==> src/pkg/pmw_pkg.sv <==
// Purpose: constants and types for the operating-mode and wake-up controller
// Assumes: 10 MHz clk; system-clock counts are taken on this clock
// Notes: reset delay count is a top parameter so simulation can shorten it
package pmw_pkg;

  localparam int unsigned CLK_HZ = 10000000;
  localparam int unsigned RESET_DELAY_TIME_MS = 100;
  localparam int unsigned RESET_DELAY_CYCLES = RESET_DELAY_TIME_MS * (CLK_HZ / 1000);
  localparam logic [10:0] RC_STARTUP_SHORT = 11'h002;
  localparam logic [10:0] RC_STARTUP_LONG = 11'h400;
  localparam logic [10:0] CRYSTAL_STARTUP_COUNT = 11'h400;
  localparam logic [3:0] WDT_OFF_CODE = 4'ha;
  localparam logic LXT_POWER_SEL_RESET = 1'h0;
  localparam logic [3:0] WDT_ENABLE_RESET = 4'ha;

  typedef enum logic [2:0] {
    PMW_RUN, PMW_IDLE, PMW_SLEEP, PMW_RSTDLY, PMW_START
  } pmw_mode_e;

  // wake reason kept through the start-up delay
  typedef enum logic [1:0] {
    PMW_WK_NONE, PMW_WK_RESET, PMW_WK_PORT, PMW_WK_IRQ
  } pmw_wake_e;

  typedef struct packed {
    logic wdt_wake;
    logic pc_sp_reset;
    logic irq_vector;
  } pmw_resume_s;

  typedef struct packed {
    pmw_mode_e mode;
    pmw_wake_e wake;
    logic wake_wdt;
    logic [22:0] cnt;
    logic [7:0] pa_s1;
    logic [7:0] pa_s2;
    logic [7:0] pa_old;
    logic ext_s1;
    logic ext_s2;
    logic power_down_flag;
    logic timeout_flag;
    logic lowspeed_xtal_power_sel;
    logic hs_clk_en;
    logic ls_clk_en;
    logic sys_on_slow;
    logic lowspeed_rc_osc_en;
    logic core_run;
    logic wdt_clear;
    logic wdt_enabled;
    logic irq_blocked;
    pmw_resume_s resume;
    logic full_reset;
  } pmw_state_s;

endpackage

==> src/rtl/pmw_ctrl.sv <==
// Purpose: operating-mode selection, power-down entry and wake-up sequencing
// Assumes: core gives one-cycle pulses on clk for halt/clear/watchdog events
// Notes: port pins and external reset pin are synchronised by two flops
// How it works
// - crystal power select resets to 0, quick start; writing 1 gives low power
// - crystal runs normally in both power settings; only start-up time differs (here the start-up count is 1024 in both)
// - low-speed rc keeps running in idle or sleep unless configured off
// - outside power-down, slow select 0 runs fast clock, 1 runs crystal only
// - power-down enters idle if keep-alive is 1, sleep with crystal off if 0
// - power-down entry ignores the slow clock select bit
// - fast system clock is stopped in idle and sleep
// - in sleep the core halts and all stored state is left alone
// - entering sleep clears watchdog; it counts only on rc clock
// - power-down sets power-down flag and clears time-out flag
// - wake on external reset, port a falling edge, interrupt, watchdog overflow
// - reset wake does full reset; watchdog wake sets time-out, resets pc and sp
// - power-down flag cleared by power-up or watchdog clear, set by power-down
// - enabled port a pins wake on falling edge and resume after power-down
// - disabled interrupt or full stack wake resumes after power-down instruction
// - enabled interrupt with room on stack takes normal interrupt response
// - an interrupt flag already set before power-down gives no wake-up
// - every wake waits; reset wake adds reset delay before start-up count
// - start-up count is 2 or 1024 clocks for rc, 1024 for crystal
// - with watchdog disabled its instructions do nothing
// - watchdog overflow resets device (here it only wakes from power-down); enable joins option and control field
// - watchdog off only when field is 1010b and option disabled
`timescale 1ns/1ns
`default_nettype none
module pmw_ctrl
  import pmw_pkg::*;
#(
  parameter int unsigned RESET_DELAY = RESET_DELAY_CYCLES
) (
  input wire logic clk,
  input wire logic rst_n,
  input wire logic ext_reset_n_pin,
  input wire logic [7:0] port_a_pins,
  input wire logic [7:0] port_a_wake_select,
  input wire logic halt_exec,
  input wire logic wdt_clear_exec,
  input wire logic xtal_power_wr,
  input wire logic xtal_power_wdata,
  input wire logic slow_clock_sel,
  input wire logic lowspeed_xtal_keepalive,
  input wire logic [3:0] watchdog_enable_field,
  input wire logic cfg_wdt_enable,
  input wire logic cfg_lowspeed_rc_osc_enable,
  input wire logic cfg_wdt_on_lowspeed_rc_osc,
  input wire logic cfg_osc_is_crystal,
  input wire logic cfg_rc_short_start,
  input wire logic wdt_overflow,
  input wire logic irq_request,
  input wire logic irq_enabled,
  input wire logic stack_full,
  output logic hs_clk_en,
  output logic ls_clk_en,
  output logic sys_on_slow,
  output logic lowspeed_xtal_power_sel,
  output logic lowspeed_rc_osc_en,
  output logic core_run,
  output logic power_down_flag,
  output logic timeout_flag,
  output logic wdt_clear,
  output logic wdt_enabled,
  output logic full_reset,
  output pmw_resume_s resume,
  output logic [2:0] op_mode
);

  pmw_state_s s;
  pmw_state_s next_s;
  logic [7:0] pa_fall;
  logic irq_wake;
  logic [22:0] startup_len;

  // shared by entry paths that arm the start-up counter
  function automatic logic [22:0] start_count(input logic is_xtal, input logic rc_short);
    if (is_xtal) begin
      start_count = {12'h000, CRYSTAL_STARTUP_COUNT};
    end else if (rc_short) begin
      start_count = {12'h000, RC_STARTUP_SHORT};
    end else begin
      start_count = {12'h000, RC_STARTUP_LONG};
    end
  endfunction

  always_comb begin
    pa_fall = s.pa_old & ~s.pa_s2 & port_a_wake_select;
    // a request already pending at power-down cannot wake us
    irq_wake = irq_request & ~s.irq_blocked;
    startup_len = start_count(cfg_osc_is_crystal, cfg_rc_short_start);
  end

  always_comb begin
    next_s = s;
    next_s.pa_s1 = port_a_pins;
    next_s.pa_s2 = s.pa_s1;
    next_s.pa_old = s.pa_s2;
    next_s.ext_s1 = ext_reset_n_pin;
    next_s.ext_s2 = s.ext_s1;
    next_s.wdt_clear = 1'b0;
    next_s.full_reset = 1'b0;
    next_s.resume = '0;
    next_s.wdt_enabled = cfg_wdt_enable | (watchdog_enable_field != WDT_OFF_CODE);
    next_s.lowspeed_rc_osc_en = cfg_lowspeed_rc_osc_enable;
    if (xtal_power_wr) begin
      next_s.lowspeed_xtal_power_sel = xtal_power_wdata;
    end
    // the crystal stays enabled in both power settings
    unique case (s.mode)
      PMW_RUN: begin
        next_s.core_run = 1'b1;
        next_s.ls_clk_en = 1'b1;
        next_s.hs_clk_en = ~slow_clock_sel;
        next_s.sys_on_slow = slow_clock_sel;
        if (wdt_clear_exec && s.wdt_enabled) begin
          next_s.power_down_flag = 1'b0;
          next_s.wdt_clear = 1'b1;
        end
        if (halt_exec) begin
          // slow select is not consulted here
          next_s.mode = lowspeed_xtal_keepalive ? PMW_IDLE : PMW_SLEEP;
          next_s.hs_clk_en = 1'b0;
          next_s.ls_clk_en = lowspeed_xtal_keepalive;
          next_s.core_run = 1'b0;
          next_s.power_down_flag = 1'b1;
          next_s.timeout_flag = 1'b0;
          next_s.wdt_clear = s.wdt_enabled;
          next_s.irq_blocked = irq_request;
        end
      end
      PMW_IDLE, PMW_SLEEP: begin
        next_s.hs_clk_en = 1'b0;
        next_s.core_run = 1'b0;
        if (!s.ext_s2) begin
          next_s.mode = PMW_RSTDLY;
          next_s.wake = PMW_WK_RESET;
          next_s.full_reset = 1'b1;
          next_s.cnt = 23'(RESET_DELAY);
        end else if (wdt_overflow && s.wdt_enabled && (cfg_wdt_on_lowspeed_rc_osc || s.ls_clk_en)) begin
          next_s.mode = PMW_START;
          next_s.wake_wdt = 1'b1;
          next_s.timeout_flag = 1'b1;
          next_s.cnt = startup_len;
        end else if (|pa_fall) begin
          next_s.mode = PMW_START;
          next_s.wake = PMW_WK_PORT;
          next_s.cnt = startup_len;
        end else if (irq_wake) begin
          next_s.mode = PMW_START;
          next_s.wake = PMW_WK_IRQ;
          next_s.cnt = startup_len;
        end
        if (next_s.mode == PMW_START) begin
          next_s.hs_clk_en = ~slow_clock_sel;
          next_s.ls_clk_en = 1'b1;
        end
      end
      PMW_RSTDLY: begin
        if (s.cnt <= 23'h000001) begin
          next_s.mode = PMW_START;
          next_s.cnt = startup_len;
          next_s.hs_clk_en = 1'b1;
          next_s.ls_clk_en = 1'b1;
          next_s.sys_on_slow = 1'b0;
        end else begin
          next_s.cnt = s.cnt - 23'h000001;
        end
      end
      PMW_START: begin
        if (s.cnt <= 23'h000001) begin
          next_s.mode = PMW_RUN;
          next_s.core_run = 1'b1;
          next_s.sys_on_slow = slow_clock_sel;
          next_s.hs_clk_en = ~slow_clock_sel;
          next_s.wake = PMW_WK_NONE;
          next_s.wake_wdt = 1'b0;
          next_s.irq_blocked = 1'b0;
          next_s.resume.wdt_wake = s.wake_wdt;
          next_s.resume.pc_sp_reset = s.wake_wdt;
          next_s.resume.irq_vector = (s.wake == PMW_WK_IRQ) && irq_enabled
                                     && !stack_full;
        end else begin
          next_s.cnt = s.cnt - 23'h000001;
        end
      end
    endcase
    if (s.mode != PMW_RUN && s.mode != PMW_START && !s.ext_s2 && s.mode != PMW_RSTDLY) begin
      next_s.core_run = 1'b0;
    end
  end

  always_ff @(posedge clk or negedge rst_n) begin
    if (!rst_n) begin
      s <= '0;
      s.mode <= PMW_RUN;
      s.wake <= PMW_WK_NONE;
      s.ext_s1 <= 1'b1;
      s.ext_s2 <= 1'b1;
      s.pa_s1 <= 8'hff;
      s.pa_s2 <= 8'hff;
      s.pa_old <= 8'hff;
      s.lowspeed_xtal_power_sel <= LXT_POWER_SEL_RESET;
      s.hs_clk_en <= 1'b1;
      s.ls_clk_en <= 1'b1;
      s.lowspeed_rc_osc_en <= 1'b1;
      s.core_run <= 1'b0;
      s.wdt_enabled <= 1'b1;
    end else begin
      s <= next_s;
    end
  end

  assign hs_clk_en = s.hs_clk_en;
  assign ls_clk_en = s.ls_clk_en;
  assign sys_on_slow = s.sys_on_slow;
  assign lowspeed_xtal_power_sel = s.lowspeed_xtal_power_sel;
  assign lowspeed_rc_osc_en = s.lowspeed_rc_osc_en;
  assign core_run = s.core_run;
  assign power_down_flag = s.power_down_flag;
  assign timeout_flag = s.timeout_flag;
  assign wdt_clear = s.wdt_clear;
  assign wdt_enabled = s.wdt_enabled;
  assign full_reset = s.full_reset;
  assign resume = s.resume;
  assign op_mode = s.mode;

endmodule
`default_nettype wire
==> config.mk <==
export PLATFORM = sky130hd
export DESIGN_NAME = pmw_ctrl
export DESIGN_NICKNAME = d
export VERILOG_FILES = /design/src/pkg/pmw_pkg.sv /design/src/rtl/pmw_ctrl.sv
export SDC_FILE = /design/constraint.sdc
export NUM_CORES = 1
export LEC_CHECK = 0
export BUFFER_PORTS_ARGS = -buffer_cell sky130_fd_sc_hd__clkbuf_2
export CORE_MARGIN = 2
export CORE_UTILIZATION = 30
export DETAILED_ROUTE_END_ITERATION = 7
export HOLD_SLACK_MARGIN = 0.02
export MAX_ROUTING_LAYER = met4
export SKIP_LAST_GASP = 1
export SLEW_MARGIN = 25
export SYNTH_ARGS = -nofsm -noshare
export SYNTH_HDL_FRONTEND = slang
export SYNTH_SLANG_ARGS = --single-unit
==> constraint.sdc <==
create_clock -name clk -period 2.75 [get_ports clk]
set_clock_uncertainty 0.05 [all_clocks]
set_input_delay 0 -clock clk [delete_from_list [all_inputs] [get_ports clk]]
set_output_delay 0 -clock clk [all_outputs]
set_load 0.005 [all_outputs]
==> results by group <==
Run status
  • Outcome: finished clean

Routing
  • Highest metal used: met4
  • DRC viols: 0
  • Via count: between 2000 and 3000
  • ANT nets after route: 0
  • DR WL/cell: about 15 um
  • Wire length on met1: roughly 4000 um
  • DR iter-0 viols: 240
  • Met3 routed WL: 415 um
  • Vias per inst: approximately 5.2
  • TritonRoute pass-1 iters: 4
  • Total routed wirelength: approximately 8500 um
  • Met2 WL: approximately 4000 um

Clocking
  • H-tree depth: 3
  • Clock Path Buffers: 2
  • CTS sink count: just under 70
  • CTS clk-pin slew, worst paths: around 60 ps
  • Clk root buf: clkbuf_16
  • CTS tree: built
  • Worst-skew pair later-pin latency: 340 ps
  • Postcts setup bufs: 0
  • Num CTS Buffers: 9
  • Hold buffers post-CTS: 23
  • Post-cts sizing count: 0

Die
  • Die X: ~110 um
  • Core ar.: between 10000 and 15000 um^2
  • Row cnt: 39
  • Die ar.: roughly 13000 um^2
  • Io pins: between 50 and 60
  • Initial Util: between 30% and 40%
  • Die Y-Extent: approximately 110 um

Global route
  • Largest net degree at the start of global routing: 33
  • First-pass GRT wire length: 14480 um
  • Vias in the first global route: between 2000 and 3000
  • Antenna violations before repair: 0
  • GRT Overall Usage: between 10% and 20%
  • Grt ovf: 0

Synthesis
  • Unique masters post-synth: between 60 and 70
  • Synth async-reset ratio: 100.0%
  • Warnings from Yosys: 0
  • Area leader, netlist: dfrtp_1
  • Mean area per synthesized cell: 10.32 um^2
  • Number of synthesized flops with an enable pin: 0
  • Area contributors post-synth: dfrtp_1 (28%), dfstp_2 (23%), a21oi_1 (4.2%)
  • Synth Instances: roughly 340
  • Post-synthesis instance area: about 3500 um^2
  • Flops & latches, synth: between 60 and 70
  • Most used DFF post-synth: dfrtp_1
  • Most common cell in the netlist: dfrtp_1
  • Syn Nets: ~380
  • Synth top area share: 27.91%
  • Post-Synth Adder-Cell Area: less than 1%
  • Area share of xor/xnor cells in the synthesized design: less than 1%
  • Compound-Gate Fraction of Synth Area: around a quarter
  • Post-Synth Simple-Gate Area: between 10% and 20%
  • Multiplexer share of the synthesized area: less than 1%
  • Largest family of logic cells by synthesized area: compound AO/OA/AOI/OAI gates
  • Proportion of synthesized chip area in sequential cells: between 50% and 60%
  • Commonest cells post-synth: dfrtp_1 (39), dfstp_2 (30), a21oi_1 (29)

STA
  • Final setup margin: ~220 ps
  • Setup TNS: 0 ps
  • Final setup vio count: 0
  • Tmin final: about 2500 ps
  • Number of hold violations in the final report: 0
  • Fin. max-slew vios: 0
  • Final period utilization: between 90% and 100%
  • Slew @ Worst Pin: around 850 ps
  • Rel. slew slack: 43.05%
  • RSZ-0062 raised after global routing: false
  • Fmax: around 400 MHz

Finish
  • Post-route cell area: 4453 um^2
  • Nets: between 400 and 500
  • # diodes: 0
  • Share of post-route cells with drive strength above 1: 30.02%
  • Area delta synth->final: 27.33%
  • Fill cell count: 1130

Critical path
  • Flop2flop setup slack: between 200 and 250 ps
  • CP Launch Point: op_mode[0]
  • Buf/Inv on CP: 2
  • Worst R2R End: resume[0]
  • CP max stage cell: dlygate4sd3_1
  • Worst r2r path cells: 6
  • WP data required: 2970 ps
  • Crit path to: resume[0]
  • Worst r2r src: op_mode[0]
  • Stages on the worst setup path: 6
  • Setup Crit Path Kind: reg -> reg
  • CP Cell Sequence: buf_4 -> or2_2 -> nor2_1 -> nand2_1 -> nor4_1 -> dlygate4sd3_1
  • Crit path launch type: register
  • Worst setup EP type: register
  • Data arrival time of the worst path: around 2700 ps
  • Largest stage delay, worst path: roughly 580 ps
  • Critical-path maximum fanout: 18
  • Largest delay share family, worst path: simple AND/OR/NAND/NOR gates

Worst hold path
  • Min-delay worst type: in -> reg
  • Hold depth: 4
  • Hold_sp: cfg_rc_short_start

Pwr
  • Reg power frac: 32.2%
  • Combinational group share of total power: 42.3%
  • LEAKAGE: roughly 1.9 nW
  • Cell Pwr Density: around 1100 nW/um^2
  • Peak VDD IR: around 0.00052 V
  • Cell internal pwr: just under 3 mW
  • NetSw: roughly 1.9 mW
  • Clock share of power: between 20% and 30%
  • Switch share: around two fifths

Place
  • RePlAce Congestion: a little under 1
  • Cell Area, Placed: between 3000 and 4000 um^2
  • Port buffer count: 54
  • DP HPWL: 5962 um
  • Setup WS pre-CTS: 327.0 ps

Job
  • MaxCap Viol Count: 0
-- layout by cell type, fill, tap and decap left out, types with 3 or more instances in the layout --
cell / n
o2bb2ai_1: 4
o31ai_1: 11
nand3_1: 5
nor3_1: 8
o211a_1: 3
nand2_1: 23
a31oi_1: 3
dfstp_2: 30
dfrtp_1: 39
o41ai_1: 3
o21bai_1: 4
o21ai_1: 4
nor3_2: 3
clkbuf_2: 53
nor4_1: 5
a22oi_1: 3
inv_1: 12
nand3b_1: 3
buf_4: 13
or4_1: 7
clkbuf_16: 10
a22o_1: 4
and3_1: 4
o21ai_0: 17
nor2b_1: 3
dlygate4sd3_1: 23
or3_1: 11
a21oi_1: 29
o22ai_1: 7
nor2_1: 24
o32ai_1: 3
-- registers in the layout (all words and copies together), names as in the netlist --
name,count
next_s,17
wdt_clear,1
power_down_flag,1
full_reset,1
op_mode,3
resume,2
hs_clk_en,1
ls_clk_en,1
sys_on_slow,1
lowspeed_rc_osc_en,1
timeout_flag,1
s,36
wdt_enabled,1
lowspeed_xtal_power_sel,1
core_run,1
-- how the worst min path moves through the flow --
| stage | end | slack [ps] |
|---|---|---|
| after CTS | s[42] | 20 |
| after detailed placement | next_s[15] | 40 |
| after floorplan | core_run | -350 |
| after global routing | s[42] | 70 |
| final | s[42] | 30 |
| after global placement | next_s[31] | 40 |
-- stage by stage --
step	util [%]	power [mW]	hold WS (ps)	cells
after floorplan	-	3.061	-345.6	339
after global placement	34.18	3.532	38.82	527
after detailed placement	34.18	3.564	38.92	527
after CTS	39.00	4.842	22.89	566
after global routing	39.00	5.184	70.20	566
final	39.00	4.813	33.25	566
-- power groups by stage --
stage,clock [mW],sequential [mW],combinational [mW]
after floorplan,0,1.50,1.56
after global placement,0,1.56,1.98
after detailed placement,0,1.57,2.00
after CTS,1.26,1.55,2.03
after global routing,1.30,1.60,2.28
final,1.22,1.55,2.04
-- worst register-to-register path, stage by stage (launching register included) --
cell           delay (ps)
dfrtp_1               450
buf_4                 230
or2_2                 340
nor2_1                380
nand2_1               180
nor4_1                240
dlygate4sd3_1         580
-- cell families after synthesis --
kind of cell / count (synthesis)
compound gates: 118
xor+xnor: 3
fa+ha+maj: 2
buf+inv: 34
flops: 69
mux: 1
simple gates: 112
-- metal layers --
layer	up-vias	track usage (%)
met2	89	22.10
met3	12	3.375
met1	1413	19.44
met4	0	5.854
met5	-	-
li1	1438	-
-- final cells by class --
| cell class | instances | area [um^2] | area share, % |
|---|---|---|---|
| clock inverter | 4 | 52.55 | 1.180 |
| clock buffer | 12 | 267.8 | 6.013 |
| timing repair buffer | 90 | 598.1 | 13.43 |
| tap | 143 | 178.9 | 4.018 |
| multi-input combinational | 236 | 1546 | 34.73 |
| inverter | 12 | 45.04 | 1.012 |
| sequential | 69 | 1764 | 39.62 |
Note: power is estimated with default switching activity, not from simulation.
